File: src/inc/adr_defs.vh
`ifndef ADR_DEFS_VH
`define ADR_DEFS_VH

// Register byte addresses
`define ADR_OFS_CTRL       5'h00
`define ADR_OFS_PSIDE      5'h04
`define ADR_OFS_NSIDE_ON   5'h08
`define ADR_OFS_NSIDE_OFF  5'h0c
`define ADR_OFS_STATUS     5'h10

// Control register fields
`define ADR_CTRL_EN_A      0
`define ADR_CTRL_EN_B      1
`define ADR_CTRL_FORCE     2
`define ADR_CTRL_INV_ON_A  3
`define ADR_CTRL_INV_OFF_A 4
`define ADR_CTRL_INV_ON_B  5
`define ADR_CTRL_INV_OFF_B 6
`define ADR_CTRL_CW_B      7
`define ADR_CTRL_BITS      8

// Strength registers: continuous wave in [5:0], modulation in [13:8]
`define ADR_STR_W          6
`define ADR_STR_CW_LSB     0
`define ADR_STR_MOD_LSB    8

// Reset values
`define ADR_RST_CTRL       8'h00
`define ADR_RST_STR        6'h3f

// Drive mode encoding shown in status
`define ADR_MODE_STATIC    2'h0
`define ADR_MODE_CARRIER   2'h1
`define ADR_MODE_FORCED    2'h2

// Bus answer latency in wait cycles
`define ADR_WAIT_CYCLES    1

`endif

File: src/rtl/adr_drv_sel.v
`timescale 1ns/100ps
`include "adr_defs.vh"

module adr_drv_sel (
   // Clock and reset
   input  wire                     clk,
   input  wire                     rst_n,
   // Carrier timing
   input  wire                     carrier_tick,
   input  wire                     next_carrier,
   // Control
   input  wire                     carrier_enable,
   input  wire                     full_depth_ask_force,
   input  wire                     invert_when_carrier_on,
   input  wire                     invert_when_carrier_off,
   input  wire                     cw_force,
   input  wire                     use_field_on,
   input  wire                     envelope,
   // Strength settings
   input  wire [`ADR_STR_W-1:0]    pside_continuous_wave_strength,
   input  wire [`ADR_STR_W-1:0]    pside_modulation_strength,
   input  wire [`ADR_STR_W-1:0]    nside_field_on_continuous_strength,
   input  wire [`ADR_STR_W-1:0]    nside_field_on_modulation_strength,
   input  wire [`ADR_STR_W-1:0]    nside_field_off_continuous_strength,
   input  wire [`ADR_STR_W-1:0]    nside_field_off_modulation_strength,
   // Driver outputs
   output reg                      drive_pin,
   output reg  [`ADR_STR_W-1:0]    pside_conductance,
   output reg  [`ADR_STR_W-1:0]    nside_conductance,
   output reg  [1:0]               drive_mode
);

   // Controls held for one whole carrier period
   reg                   h_en;
   reg                   h_force;
   reg                   h_inv_on;
   reg                   h_inv_off;
   reg                   h_cw;
   reg                   h_field_on;
   reg                   h_env;

   reg  [1:0]            next_mode;
   reg                   next_pin;
   reg  [`ADR_STR_W-1:0] next_p;
   reg  [`ADR_STR_W-1:0] next_n;
   wire                  wave_sel;

   assign wave_sel = h_env | h_cw;

   always @(posedge clk or negedge rst_n) begin
      if (!rst_n) begin
         h_en       <= 1'b0;
         h_force    <= 1'b0;
         h_inv_on   <= 1'b0;
         h_inv_off  <= 1'b0;
         h_cw       <= 1'b0;
         h_field_on <= 1'b0;
         h_env      <= 1'b0;
      end else if (carrier_tick) begin
         // Sampled only at the carrier low edge, so no runt pulses
         h_en       <= carrier_enable;
         h_force    <= full_depth_ask_force;
         h_inv_on   <= invert_when_carrier_on;
         h_inv_off  <= invert_when_carrier_off;
         h_cw       <= cw_force;
         h_field_on <= use_field_on;
         h_env      <= envelope;
      end
   end

   always @* begin
      next_mode = `ADR_MODE_STATIC;
      next_pin  = 1'b0;
      next_p    = {`ADR_STR_W{1'b0}};
      next_n    = {`ADR_STR_W{1'b0}};
      if (!h_en) begin
         next_pin = h_inv_off;
         if (h_inv_off) begin
            next_p = wave_sel ? pside_continuous_wave_strength
                              : pside_modulation_strength;
         end else if (h_field_on) begin
            next_n = wave_sel ? nside_field_on_continuous_strength
                              : nside_field_on_modulation_strength;
         end else begin
            next_n = wave_sel ? nside_field_off_continuous_strength
                              : nside_field_off_modulation_strength;
         end
      end else if (h_force && !wave_sel) begin
         next_mode = `ADR_MODE_FORCED;
         next_pin  = 1'b0;
         next_n    = nside_field_on_modulation_strength;
      end else begin
         next_mode = `ADR_MODE_CARRIER;
         next_pin  = next_carrier ^ h_inv_on;
         next_p    = wave_sel ? pside_continuous_wave_strength
                              : pside_modulation_strength;
         next_n    = wave_sel ? nside_field_on_continuous_strength
                              : nside_field_on_modulation_strength;
      end
   end

   always @(posedge clk or negedge rst_n) begin
      if (!rst_n) begin
         drive_pin         <= 1'b0;
         pside_conductance <= {`ADR_STR_W{1'b0}};
         nside_conductance <= {`ADR_STR_W{1'b0}};
         drive_mode        <= `ADR_MODE_STATIC;
      end else begin
         drive_pin <= next_pin;
         // Strength writes reach the pins only as the carrier rises
         if (!carrier_tick) begin
            pside_conductance <= next_p;
            nside_conductance <= next_n;
            drive_mode        <= next_mode;
         end
      end
   end

endmodule

File: src/rtl/adr_top.v
`timescale 1ns/100ps
`include "adr_defs.vh"

module adr_top (
   // Clock and reset
   input  wire                     clk,
   input  wire                     rstn,
   // Avalon-MM slave
   input  wire [4:0]               address,
   input  wire                     read,
   input  wire                     write,
   input  wire [31:0]              writedata,
   input  wire [3:0]               byteenable,
   output reg  [31:0]              readdata,
   output wire                     waitrequest,
   // Modulation envelope
   input  wire                     envelope,
   // Driver pin A
   output wire                     antenna_drive_pin_a,
   output wire [`ADR_STR_W-1:0]    pside_conductance_a,
   output wire [`ADR_STR_W-1:0]    nside_conductance_a,
   // Driver pin B
   output wire                     antenna_drive_pin_b,
   output wire [`ADR_STR_W-1:0]    pside_conductance_b,
   output wire [`ADR_STR_W-1:0]    nside_conductance_b,
   // Carrier
   output wire                     carrier,
   output wire                     carrier_inverted
);

   // Reset synchroniser
   reg                        rst_meta;
   reg                        rst_n;

   always @(posedge clk or negedge rstn) begin
      if (!rstn) begin
         rst_meta <= 1'b0;
         rst_n    <= 1'b0;
      end else begin
         rst_meta <= 1'b1;
         rst_n    <= rst_meta;
      end
   end

   // Carrier divider
   reg                        carrier_q;
   wire                       next_carrier;
   wire                       carrier_tick;

   assign next_carrier     = ~carrier_q;
   assign carrier          = carrier_q;
   assign carrier_inverted = ~carrier_q;
   assign carrier_tick     = carrier_q;

   always @(posedge clk or negedge rst_n) begin
      if (!rst_n) begin
         carrier_q <= 1'b0;
      end else begin
         carrier_q <= next_carrier;
      end
   end

   // Register file
   reg  [`ADR_CTRL_BITS-1:0]  ctrl;
   reg  [`ADR_STR_W-1:0]      pside_continuous_wave_strength;
   reg  [`ADR_STR_W-1:0]      pside_modulation_strength;
   reg  [`ADR_STR_W-1:0]      nside_field_on_continuous_strength;
   reg  [`ADR_STR_W-1:0]      nside_field_on_modulation_strength;
   reg  [`ADR_STR_W-1:0]      nside_field_off_continuous_strength;
   reg  [`ADR_STR_W-1:0]      nside_field_off_modulation_strength;

   wire                       carrier_enable_a;
   wire                       carrier_enable_b;
   wire                       full_depth_ask_force;
   wire                       invert_when_carrier_on_a;
   wire                       invert_when_carrier_off_a;
   wire                       invert_when_carrier_on_b;
   wire                       invert_when_carrier_off_b;
   wire                       cw_force_b;
   wire                       single_driver;

   assign carrier_enable_a          = ctrl[`ADR_CTRL_EN_A];
   assign carrier_enable_b          = ctrl[`ADR_CTRL_EN_B];
   assign full_depth_ask_force      = ctrl[`ADR_CTRL_FORCE];
   assign invert_when_carrier_on_a  = ctrl[`ADR_CTRL_INV_ON_A];
   assign invert_when_carrier_off_a = ctrl[`ADR_CTRL_INV_OFF_A];
   assign invert_when_carrier_on_b  = ctrl[`ADR_CTRL_INV_ON_B];
   assign invert_when_carrier_off_b = ctrl[`ADR_CTRL_INV_OFF_B];
   assign cw_force_b                = ctrl[`ADR_CTRL_CW_B];
   assign single_driver             = carrier_enable_a ^ carrier_enable_b;

   // Bus handshake: one wait cycle, then answer
   reg                        ack;
   wire                       req;
   wire                       wr_take;

   assign req         = read | write;
   assign waitrequest = req & ~ack;
   assign wr_take     = write & ack;

   function [31:0] merge;
      input [31:0] old_word;
      input [31:0] new_word;
      input [3:0]  lanes;
      integer      i;
      begin
         merge = old_word;
         for (i = 0; i < 4; i = i + 1) begin
            if (lanes[i]) begin
               merge[i*8 +: 8] = new_word[i*8 +: 8];
            end
         end
      end
   endfunction

   function [31:0] pack_pair;
      input [`ADR_STR_W-1:0] cw_val;
      input [`ADR_STR_W-1:0] mod_val;
      begin
         pack_pair = 32'h0000_0000;
         pack_pair[`ADR_STR_CW_LSB +: `ADR_STR_W]  = cw_val;
         pack_pair[`ADR_STR_MOD_LSB +: `ADR_STR_W] = mod_val;
      end
   endfunction

   wire [31:0] ctrl_word;
   wire [31:0] ctrl_new;
   wire [31:0] pside_word;
   wire [31:0] pside_new;
   wire [31:0] non_word;
   wire [31:0] non_new;
   wire [31:0] noff_word;
   wire [31:0] noff_new;
   wire [31:0] status_word;

   assign ctrl_word  = {24'h00_0000, ctrl};
   assign ctrl_new   = merge(ctrl_word, writedata, byteenable);
   assign pside_word = pack_pair(pside_continuous_wave_strength, pside_modulation_strength);
   assign pside_new  = merge(pside_word, writedata, byteenable);
   assign non_word   = pack_pair(nside_field_on_continuous_strength,
                                 nside_field_on_modulation_strength);
   assign non_new    = merge(non_word, writedata, byteenable);
   assign noff_word  = pack_pair(nside_field_off_continuous_strength,
                                 nside_field_off_modulation_strength);
   assign noff_new   = merge(noff_word, writedata, byteenable);

   always @(posedge clk or negedge rst_n) begin
      if (!rst_n) begin
         ack <= 1'b0;
      end else begin
         ack <= req & ~ack;
      end
   end

   always @(posedge clk or negedge rst_n) begin
      if (!rst_n) begin
         ctrl                                <= `ADR_RST_CTRL;
         pside_continuous_wave_strength      <= `ADR_RST_STR;
         pside_modulation_strength           <= `ADR_RST_STR;
         nside_field_on_continuous_strength  <= `ADR_RST_STR;
         nside_field_on_modulation_strength  <= `ADR_RST_STR;
         nside_field_off_continuous_strength <= `ADR_RST_STR;
         nside_field_off_modulation_strength <= `ADR_RST_STR;
      end else if (wr_take) begin
         case ({address[4:2], 2'b00})
            `ADR_OFS_CTRL: begin
               ctrl <= ctrl_new[`ADR_CTRL_BITS-1:0];
            end
            `ADR_OFS_PSIDE: begin
               pside_continuous_wave_strength <= pside_new[`ADR_STR_CW_LSB +: `ADR_STR_W];
               pside_modulation_strength      <= pside_new[`ADR_STR_MOD_LSB +: `ADR_STR_W];
            end
            `ADR_OFS_NSIDE_ON: begin
               nside_field_on_continuous_strength <= non_new[`ADR_STR_CW_LSB +: `ADR_STR_W];
               nside_field_on_modulation_strength <= non_new[`ADR_STR_MOD_LSB +: `ADR_STR_W];
            end
            `ADR_OFS_NSIDE_OFF: begin
               nside_field_off_continuous_strength <= noff_new[`ADR_STR_CW_LSB +: `ADR_STR_W];
               nside_field_off_modulation_strength <= noff_new[`ADR_STR_MOD_LSB +: `ADR_STR_W];
            end
            default: begin
               ctrl <= ctrl;
            end
         endcase
      end
   end

   // Read data captured in the wait cycle
   reg  [31:0] next_readdata;

   always @* begin
      case ({address[4:2], 2'b00})
         `ADR_OFS_CTRL:      next_readdata = ctrl_word;
         `ADR_OFS_PSIDE:     next_readdata = pside_word;
         `ADR_OFS_NSIDE_ON:  next_readdata = non_word;
         `ADR_OFS_NSIDE_OFF: next_readdata = noff_word;
         `ADR_OFS_STATUS:    next_readdata = status_word;
         default:            next_readdata = 32'h0000_0000;
      endcase
   end

   always @(posedge clk or negedge rst_n) begin
      if (!rst_n) begin
         readdata <= 32'h0000_0000;
      end else if (read && !ack) begin
         readdata <= next_readdata;
      end
   end

   // Driver selectors
   wire [1:0] mode_a;
   wire [1:0] mode_b;

   adr_drv_sel u_sel_a (
      .clk                                 (clk),
      .rst_n                               (rst_n),
      .carrier_tick                        (carrier_tick),
      .next_carrier                        (next_carrier),
      .carrier_enable                      (carrier_enable_a),
      .full_depth_ask_force                (full_depth_ask_force),
      .invert_when_carrier_on              (invert_when_carrier_on_a),
      .invert_when_carrier_off             (invert_when_carrier_off_a),
      .cw_force                            (1'b0),
      .use_field_on                        (single_driver),
      .envelope                            (envelope),
      .pside_continuous_wave_strength      (pside_continuous_wave_strength),
      .pside_modulation_strength           (pside_modulation_strength),
      .nside_field_on_continuous_strength  (nside_field_on_continuous_strength),
      .nside_field_on_modulation_strength  (nside_field_on_modulation_strength),
      .nside_field_off_continuous_strength (nside_field_off_continuous_strength),
      .nside_field_off_modulation_strength (nside_field_off_modulation_strength),
      .drive_pin                           (antenna_drive_pin_a),
      .pside_conductance                   (pside_conductance_a),
      .nside_conductance                   (nside_conductance_a),
      .drive_mode                          (mode_a)
   );

   adr_drv_sel u_sel_b (
      .clk                                 (clk),
      .rst_n                               (rst_n),
      .carrier_tick                        (carrier_tick),
      .next_carrier                        (next_carrier),
      .carrier_enable                      (carrier_enable_b),
      .full_depth_ask_force                (full_depth_ask_force),
      .invert_when_carrier_on              (invert_when_carrier_on_b),
      .invert_when_carrier_off             (invert_when_carrier_off_b),
      .cw_force                            (cw_force_b),
      .use_field_on                        (single_driver),
      .envelope                            (envelope),
      .pside_continuous_wave_strength      (pside_continuous_wave_strength),
      .pside_modulation_strength           (pside_modulation_strength),
      .nside_field_on_continuous_strength  (nside_field_on_continuous_strength),
      .nside_field_on_modulation_strength  (nside_field_on_modulation_strength),
      .nside_field_off_continuous_strength (nside_field_off_continuous_strength),
      .nside_field_off_modulation_strength (nside_field_off_modulation_strength),
      .drive_pin                           (antenna_drive_pin_b),
      .pside_conductance                   (pside_conductance_b),
      .nside_conductance                   (nside_conductance_b),
      .drive_mode                          (mode_b)
   );

   // Status: live pin levels, modes, carrier and envelope
   assign status_word = {23'h00_0000, single_driver, envelope, carrier_q,
                         mode_b, mode_a, antenna_drive_pin_b, antenna_drive_pin_a};

endmodule
File: config.mk
export PLATFORM = sky130hd
export DESIGN_NAME = adr_top
export DESIGN_NICKNAME = d
export VERILOG_FILES = /design/src/rtl/adr_drv_sel.v /design/src/rtl/adr_top.v
export VERILOG_INCLUDE_DIRS = /design/src /design/src/inc
export SDC_FILE = /design/constraint.sdc
export NUM_CORES = 1
export LEC_CHECK = 0
export BUFFER_PORTS_ARGS = -buffer_cell sky130_fd_sc_hd__buf_2
export CORE_MARGIN = 5
export CORE_UTILIZATION = 50
export CTS_BUF_LIST = sky130_fd_sc_hd__clkbuf_8 sky130_fd_sc_hd__clkbuf_16
export DETAILED_ROUTE_END_ITERATION = 12
export PLACE_DENSITY = 0.72
export SLEW_MARGIN = 30
export SYNTH_ARGS = -nofsm -noshare
export SYNTH_HDL_FRONTEND = slang
export SYNTH_HIERARCHICAL = 1
export SYNTH_SLANG_ARGS = --single-unit
File: constraint.sdc
create_clock -name clk -period 4.08 [get_ports clk]
set_clock_uncertainty 0.2 [all_clocks]
set_input_delay 0 -clock clk [delete_from_list [all_inputs] [get_ports clk]]
set_output_delay 0 -clock clk [all_outputs]
set_load 0.02 [all_outputs]
==> impl_metrics.json, run 1 <==
{
  "status": "finished, final reports clean",
  "ys_ff_latch": 106,
  "via_per_inst": 5.43,
  "synth.largest_area_cell": "dfrtp_1",
  "clock_latency_ns": 0.37,
  "cp-startpoint": "ack$_DFF_PN0_",
  "period_share_pct": 56.0,
  "path_max_fanout": 21,
  "nets": 547,
  "crit_arrival_ns": 2.36,
  "root_buffer": "clkbuf_8",
  "hpwl_mm": 8.61,
  "ir_drop_v": 0.000174,
  "cp-endpoint": "readdata[0]$_DFFE_PN0P_",
  "netlist_instances": 413,
  "r2r_setup_slack_ns": 1.79,
  "hold_class": "in2reg",
  "post_drt_wl_per_cell_um": 18.8,
  "final_cell_mix": "dfrtp_1 (68), buf_2 (66), mux2_2 (63)",
  "totalWireLength_mm": 12.0,
  "p_total_mw": 2.95,
  "min_period_ns": 2.29,
  "hold_buffers": 24,
  "start_util_pct": 51.6,
  "core-area_um2": 9820,
  "cts_tree": "yes",
  "max_cap_viol_count": 0,
  "drive_above_1_share_pct": 39.1,
  "setup_viol": 0,
  "syn_avg_cell_area_um2": 12.3,
  "portBuffers": 66,
  "final_util_pct": 59.7,
  "final_common_cell": "dfrtp_1",
  "globalplace.congestion": 0.810,
  "cp-start-kind": "flop",
  "ant_nets": 0,
  "die_height_um": 111,
  "yosys_most_used_dff": "dfrtp_1",
  "fp.dieArea_um2": 12300,
  "antenna_found_initial": 0,
  "grt_pass1_wl_mm": 19.4,
  "firstDrtPassIters": 4,
  "die_x_um": 111,
  "worst_pin_slew_ns": 0.820,
  "r2r-end": "readdata[0]$_DFFE_PN0P_",
  "diodes": 0,
  "combPwrFrac_pct": 25.7,
  "internal_power_mw": 1.95,
  "finalHoldViolations": 0,
  "numCtsBuffers": 9,
  "switching_share_pct": 33.9,
  "rr_startpoint": "ack$_DFF_PN0_",
  "grt_max_degree": 56,
  "fillers": 831,
  "tns_ns": 0,
  "ys_seq_area_share_pct": 53.2,
  "seqCellArea_um2": 2710,
  "vias": 3468,
  "endpoint_kind": "flop",
  "fmax_mhz": 437,
  "fin_area_um2": 5860,
  "synth_top_cell_area_share_pct": 34.6,
  "rsz0062_at_grt": "false",
  "drv_slew": 0,
  "cp.required_ns": 4.15,
  "clk_transition_reported_paths_ns": 0.10,
  "layout-area-overhead-vs-synth_pct": 15.7,
  "power_density_nw_per_um2": 502,
  "htreeDepth": 3,
  "p_clk_share_pct": 22.4,
  "track_usage_pct": 19.9,
  "cts_resized": 0,
  "p_leak_nw": 2.61,
  "ys_warn_count": 6,
  "drc_errors": 0,
  "synthArstFlopShare_pct": 100,
  "place_area_um2": 5420,
  "slew_headroom_pct": 45.3,
  "first_iter_violations": 160,
  "netSwitchingPower_mw": 1.00,
  "r2r_cells": 4,
  "syn-cell-area_um2": 5070,
  "post-cts-setup-buffers": 0,
  "synth_cell_types": 34,
  "ys_top_cells_by_area": "dfrtp_1 (35%), dfstp_2 (19%), mux2_2 (14%)",
  "clockBufferDepth": 2,
  "multi_input_area_um2": 2190,
  "grt_pass1_vias": 3617,
  "criticalPathCategory": "reg2reg",
  "grt-ovfl-total": 0,
  "cts.sinks": 106,
  "rows": 36,
  "pwr-share-seq_pct": 51.9,
  "synth-edff-count": 0,
  "ioPinCount": 107
}
==> through the flow <==
stage                     worst slack [ns]  instances  hold WS (ns)
after floorplan                      0.771        431        -0.496
after global placement                1.96        599        -0.415
after detailed placement              1.85        599        -0.412
after CTS                             1.82        639        0.0108
after global routing                  1.70        639        0.0174
final                                 1.79        639        0.0237
==> critical path, cell delays in order (launching register included) <==
cell	delay, ns
dfrtp_1	0.41
nand2b_1	0.52
a211oi_1	0.79
a22oi_1	0.15
o31ai_1	0.11
==> power groups by stage <==
stage	registers [mW]	clock network, mW	logic (mW)
after CTS	1.53	0.668	0.759
after detailed placement	1.55	0	0.736
after global routing	1.56	0.716	0.821
final	1.53	0.660	0.757
after floorplan	1.60	0	0.416
after global placement	1.54	0	0.723
==> synthesized netlist by cell type, types with 6 or more instances <==
master    instances
nand2_1          47
a22oi_1          10
dfrtp_1          70
nor2_1            9
dfstp_2          36
clkbuf_1          7
mux2i_1          43
buf_4            18
buf_2             6
o21ai_0          26
a22o_1           10
mux2_2           63
o221ai_1         12
nor2b_1           6
o31ai_1           6
==> worst min-delay path by stage <==
| stage | start | endpoint | slack, ns | depth (start not counted) |
|---|---|---|---|---|
| floorplan | rstn | rst_meta$_DFF_PN0_ | -0.50 | 0 |
| global placement | rstn | rst_meta$_DFF_PN0_ | -0.41 | 1 |
| detailed placement | rstn | rst_meta$_DFF_PN0_ | -0.41 | 1 |
| CTS | address[2] | readdata[8]$_DFFE_PN0P_ | 0.01 | 2 |
| global route | address[2] | readdata[8]$_DFFE_PN0P_ | 0.02 | 2 |
| finish | address[2] | readdata[8]$_DFFE_PN0P_ | 0.02 | 2 |
==> metal layers <==
metal | up-vias | share of wire, % | track usage [%] | routed length [um]
met4 | 0 | 2.1 | 8.05 | 248
met1 | 1726 | 45 | 26.4 | 5340
met2 | 99 | 47 | 31.8 | 5660
li1 | 1626 | - | - | -
met5 | - | 0 | 0 | 0
met3 | 17 | 6.2 | 4.42 | 746
==> registers in the layout (all words and copies together), names as in the netlist, 6 cells and up <==
register / count
ctrl: 8
nside_field_off_modulation_strength: 6
nside_field_off_continuous_strength: 6
pside_continuous_wave_strength: 6
nside_field_on_continuous_strength: 6
u_sel_b/nside_conductance: 6
pside_modulation_strength: 6
u_sel_b/pside_conductance: 6
readdata: 14
u_sel_a/pside_conductance: 6
nside_field_on_modulation_strength: 6
u_sel_a/nside_conductance: 6
==> cell families after synthesis <==
group	after synthesis	synth area share, %
and+or+nand+nor	85	8.57
AOI/OAI and AO/OA	74	10.2
DFF	106	53.2
muxes	106	22.5
xor gates and xnor gates	3	0.518
buffers and inverters	37	4.86
other	2	0.148
==> cell type report <==
cell class / instances / area share [%]
Tap cell: 133 / 2.84
Timing Repair Buffer: 92 / 9.99
Sequential cell: 106 / 46.1
Inverter: 4 / 0.256
Multi-Input combinational cell: 288 / 37.4
Clock buffer: 9 / 2.11
Clock inverter: 7 / 1.28
Power figures use the tool's default switching activity.
==> inputs of run 2 (changes only) <==
- PLACE_DENSITY: 0.72 -> 0.75
- clock period: 4.08 -> 1.88 ns (I/O delays scaled with it)
==> run 2 against run 1 <==
Against the previous run: combinational power grew 120%; routed wire length grew 1.4%; first-iteration DRC count grew 11%; core utilization grew 1.4 points; flip-flop and latch count is the same; total power grew 120%; non-clock buffer count grew 14; via count grew 3.1%; die area is the same; clock power grew 120%; hold slack gained 0.019 ns; highest routed layer unchanged; largest power group unchanged; largest cell class unchanged.
==> impl_metrics.json, run 2 (synthesis gave the netlist of run 1 again) <==
{
  "status": "finished, final reports clean",
  "dp.cells": 613,
  "grt_pass1_wl_mm": 19.5,
  "drive_above_1_share_pct": 40.6,
  "period_share_pct": 95.6,
  "endpoint_kind": "primary output",
  "clk_transition_reported_paths_ns": 0.09,
  "top_register": "readdata",
  "die_height_um": 111,
  "criticalPathCategory": "in2out",
  "drv_slew": 0,
  "met2_usage_pct": 32.0,
  "post-cts-setup-buffers": 0,
  "final_cell_mix": "dfrtp_1 (68), buf_2 (66), mux2_2 (63)",
  "tns_ns": 0,
  "fmax_mhz": 557,
  "portBuffers": 66,
  "clockBufferDepth": 2,
  "grt_max_degree": 55,
  "layout-area-overhead-vs-synth_pct": 18.4,
  "firstDrtPassIters": 5,
  "rows": 36,
  "cp-start-kind": "input pin",
  "first_iter_violations": 177,
  "power_density_nw_per_um2": 1070,
  "numCtsBuffers": 9,
  "rsz0062_at_grt": "false",
  "grt-busiest-layer": "met2",
  "root_buffer": "clkbuf_8",
  "fp.dieArea_um2": 12300,
  "drc_errors": 0,
  "largest_register_ffs": 14,
  "path_max_fanout": 3,
  "ant_nets": 0,
  "nets": 561,
  "crit_arrival_ns": 1.60,
  "reg_top3": "readdata (14), ctrl (8)",
  "die_x_um": 111,
  "core-area_um2": 9820,
  "diodes": 0,
  "cp-startpoint": "read",
  "grt_use_met3_pct": 3.98,
  "final_common_cell": "dfrtp_1",
  "via_per_inst": 5.48,
  "track_usage_pct": 20.0,
  "hold_class": "reg2async",
  "ir_drop_v": 0.000375,
  "grt-ovfl-total": 0,
  "vias": 3577,
  "hpwl_mm": 9.05,
  "p_leak_nw": 2.71,
  "post_drt_wl_per_cell_um": 18.6,
  "setup_viol": 0,
  "final_cells": 653,
  "rr_startpoint": "ack$_DFF_PN0_",
  "start_util_pct": 51.6,
  "globalplace.congestion": 0.843,
  "grt_pass1_vias": 3615,
  "clock_latency_ns": 0.37,
  "cts_tree": "yes",
  "cts.sinks": 106,
  "min_period_ns": 1.80,
  "grt_use_met1_pct": 25.9,
  "cp.required_ns": 1.68,
  "finalHoldViolations": 0,
  "htreeDepth": 3,
  "ioPinCount": 107,
  "antenna_found_initial": 0,
  "max_cap_viol_count": 0,
  "totalWireLength_mm": 12.2,
  "fillers": 807
}
-- run 2: cell type report --
class / count / area, um^2 / area share, %
sequential: 106 / 2700 / 45.0
clock inverter: 4 / 42.5 / 0.709
inverter: 4 / 15.0 / 0.250
clock buffer: 12 / 165 / 2.75
multi-input combinational: 288 / 2190 / 36.5
tap: 133 / 166 / 2.77
timing repair buffer: 106 / 716 / 11.9
-- run 2: what timing repair did --
item | 4_1_cts | 5_1_grt
endpoints found under the hold margin | 58 | 0
gates resized for setup | 0 | 1
hold buffers | 24 | 0
endpoints found under the setup margin | 0 | 1
-- run 2: final timing paths --
path,end,slack [ns],cells past startpoint
worst min-delay path,u_sel_a/h_cw$_DFFE_PN0P_,0.04,0
min in group clk,pside_modulation_strength[5]$_DFFE_PN1P_,0.11,4
max in group asynchronous,nside_field_on_continuous_strength[2]$_DFFE_PN1P_,0.73,1
worst min register to register,u_sel_a/h_cw$_DFFE_PN0P_,0.04,0
worst max-delay path,waitrequest,0.08,6
worst max register to register,ctrl[6]$_DFFE_PN0P_,0.09,4
-- run 2: power breakdown --
| group | internal (mW) | switching, mW |
|---|---|---|
| Clock | 0.714 | 0.724 |
| Combinational | 0.741 | 0.947 |
| Sequential | 2.88 | 0.435 |
| Total | 4.34 | 2.11 |
-- run 2: through the flow --
step | hold slack, ns | power, mW | instance area, um^2 | utilization [%] | setup slack, ns
CTS | 0.0568 | 6.48 | 6000 | 61.1 | 0.0775
global route | 0.0976 | 6.76 | 6000 | 61.1 | 0.0277
finish | 0.0430 | 6.44 | 6000 | 61.1 | 0.0836
floorplan | -0.496 | 4.39 | 5140 | - | 0.272
detailed placement | -0.411 | 5.00 | 5550 | 56.5 | 0.110
global placement | -0.416 | 4.94 | 5550 | 56.5 | 0.123
-- run 2: worst max-delay path: stages --
cell and delay [ns]:
dlygate4sd3_1 0.52, buf_2 0.12, nor2_1 0.05, dlygate4sd3_1 0.54, nor2_1 0.16, buf_2 0.20
-- run 2: layer usage --
metal,share of wire (%),routed length [um]
met3,5.6,686
met4,3.3,403
met1,43,5230
met2,48,5840
met5,0,0
==> inputs of run 3 (changes only) <==
- SETUP_SLACK_MARGIN: default -> 0.1
==> run 3 against run 2 <==
Against the previous run: routed wire length increased by 0.90%; core utilization up 0.34 points; hold slack worse by 0.025 ns; sequential power barely moved; die area unchanged; combinational power about the same; flip-flop and latch count unchanged; first-iteration DRC count increased by 24%; setup slack improved by 0.028 ns; global-route usage up 0.077 points; largest power group unchanged.
==> impl_metrics.json, run 3 (synthesis gave the netlist of run 1 again) <==
{
  "status": "finished, final reports clean",
  "drc_errors": 0,
  "clockBufferDepth": 2,
  "grt_max_degree": 55,
  "drive_above_1_share_pct": 40.9,
  "final_cell_mix": "dfrtp_1 (68), buf_2 (65), mux2_2 (63)",
  "cts_tree": "yes",
  "htreeDepth": 3,
  "grt_pass1_vias": 3638,
  "ir_drop_v": 0.000374,
  "track_usage_pct": 20.1,
  "crit_arrival_ns": 1.57,
  "finalHoldViolations": 0,
  "min_period_ns": 1.77,
  "core-area_um2": 9820,
  "grt_pass1_wl_mm": 19.6,
  "hold_start": "read",
  "whs_endpoint": "readdata[13]$_DFFE_PN0P_",
  "root_buffer": "clkbuf_8",
  "reg_top3": "readdata (14), ctrl (8)",
  "grt-ovfl-total": 0,
  "internal_power_mw": 4.34,
  "hpwl_mm": 9.05,
  "path_max_fanout": 2,
  "totalWireLength_mm": 12.3,
  "via_per_inst": 5.56,
  "hold_class": "in2reg",
  "netSwitchingPower_mw": 2.11,
  "top_register": "readdata",
  "r2r-end": "nside_field_off_modulation_strength[2]$_DFFE_PN1P_",
  "r2r_cells": 4,
  "endpoint_kind": "primary output",
  "period_share_pct": 94.1,
  "max_cap_viol_count": 0,
  "antenna_found_initial": 0,
  "first_iter_violations": 219,
  "start_util_pct": 51.6,
  "fillers": 801,
  "final_cells": 654,
  "diodes": 0,
  "power_density_nw_per_um2": 1070,
  "r2r_setup_slack_ns": 0.15,
  "cp-start-kind": "input pin",
  "tns_ns": 0,
  "cts.sinks": 106,
  "switching_share_pct": 32.7,
  "p_clk_share_pct": 22.2,
  "rr_startpoint": "ack$_DFF_PN0_",
  "rows": 36,
  "post_drt_wl_per_cell_um": 18.8,
  "largest_register_ffs": 14,
  "portBuffers": 66,
  "ant_nets": 0,
  "combPwrFrac_pct": 26.3,
  "die_height_um": 111,
  "numCtsBuffers": 9,
  "clk_transition_reported_paths_ns": 0.09,
  "globalplace.congestion": 0.843,
  "p_leak_nw": 2.73,
  "layout-area-overhead-vs-synth_pct": 19.0,
  "final_common_cell": "dfrtp_1",
  "fp.dieArea_um2": 12300,
  "cp.required_ns": 1.68,
  "rsz0062_at_grt": "true",
  "die_x_um": 111,
  "clock_latency_ns": 0.37,
  "dp.cells": 613,
  "setup_viol": 0,
  "drv_slew": 0,
  "ioPinCount": 107,
  "pwr-share-seq_pct": 51.5,
  "criticalPathCategory": "in2out",
  "vias": 3638,
  "hold_depth": 3,
  "firstDrtPassIters": 5,
  "nets": 562,
  "fmax_mhz": 565
}
## run 3: changes by cell type in the layout (fill, tap and decap cells not counted)
cell / change
nand2_2: -1
buf_12: +1
nor2_2: -1
buf_2: -1
and3b_1: -1
nor2_4: +1
buf_4: +1
and3b_2: +1
nand2_4: +1
## run 3: area by class of cell
| class | count | area, um^2 | share of cell area [%] |
|---|---|---|---|
| timing repair buffer | 107 | 738 | 12.2 |
| tap | 133 | 166 | 2.76 |
| inverter | 4 | 15.0 | 0.249 |
| multi-input combinational | 288 | 2200 | 36.5 |
| sequential | 106 | 2700 | 44.8 |
| clock inverter | 4 | 42.5 | 0.705 |
| clock buffer | 12 | 165 | 2.74 |
## run 3: timing repair
item                                    CTS  global route
pin swaps                                 1             0
hold buffers                             23             1
resized for setup                         1             4
hold endpoints to repair                 58             6
endpoints found under the setup margin    2            15
buffers inserted                          1             0
## run 3: per-layer routing
| layer | routed length (um) | track usage, % | up-vias |
|---|---|---|---|
| met3 | 763 | 4.09 | 29 |
| li1 | - | - | 1663 |
| met5 | 0 | 0 | - |
| met2 | 5940 | 32.6 | 146 |
| met4 | 363 | 9.77 | 0 |
| met1 | 5210 | 25.6 | 1800 |
## run 3: worst max path at each step
stage / to / slack, ns / cells after the start / startpoint
global route: waitrequest / 0.08 / 6 / write
global placement: ctrl[6]$_DFFE_PN0P_ / 0.12 / 4 / ack$_DFF_PN0_
CTS: waitrequest / 0.13 / 6 / write
finish: waitrequest / 0.11 / 6 / write
floorplan: u_sel_a/h_cw$_DFFE_PN0P_ / 0.27 / 3 / carrier$_DFF_PN0_
detailed placement: ctrl[6]$_DFFE_PN0P_ / 0.11 / 4 / ack$_DFF_PN0_
## run 3: through the flow
stage / area [um^2] / utilization (%) / worst slack, ns / hold WS [ns] / power (mW)
after floorplan: 5140 / - / 0.272 / -0.496 / 4.39
after global placement: 5550 / 56.5 / 0.123 / -0.416 / 4.94
after detailed placement: 5550 / 56.5 / 0.110 / -0.411 / 5.00
after CTS: 6010 / 61.2 / 0.127 / 0.0167 / 6.48
after global routing: 6030 / 61.4 / 0.0827 / 0.0496 / 6.77
final: 6030 / 61.4 / 0.112 / 0.0183 / 6.45
## run 3: power groups by stage
stage	combinational, mW	clock, mW	sequential [mW]
after global routing	1.82	1.56	3.39
after CTS	1.69	1.48	3.32
final	1.70	1.43	3.32
after detailed placement	1.65	0	3.36
after global placement	1.61	0	3.33
after floorplan	0.904	0	3.48
## run 3: critical path: stages
cell and delay [ns]:
dlygate4sd3_1 0.51, buf_2 0.12, nor2_1 0.04, dlygate4sd3_1 0.54
nor2_1 0.17, buf_4 0.18
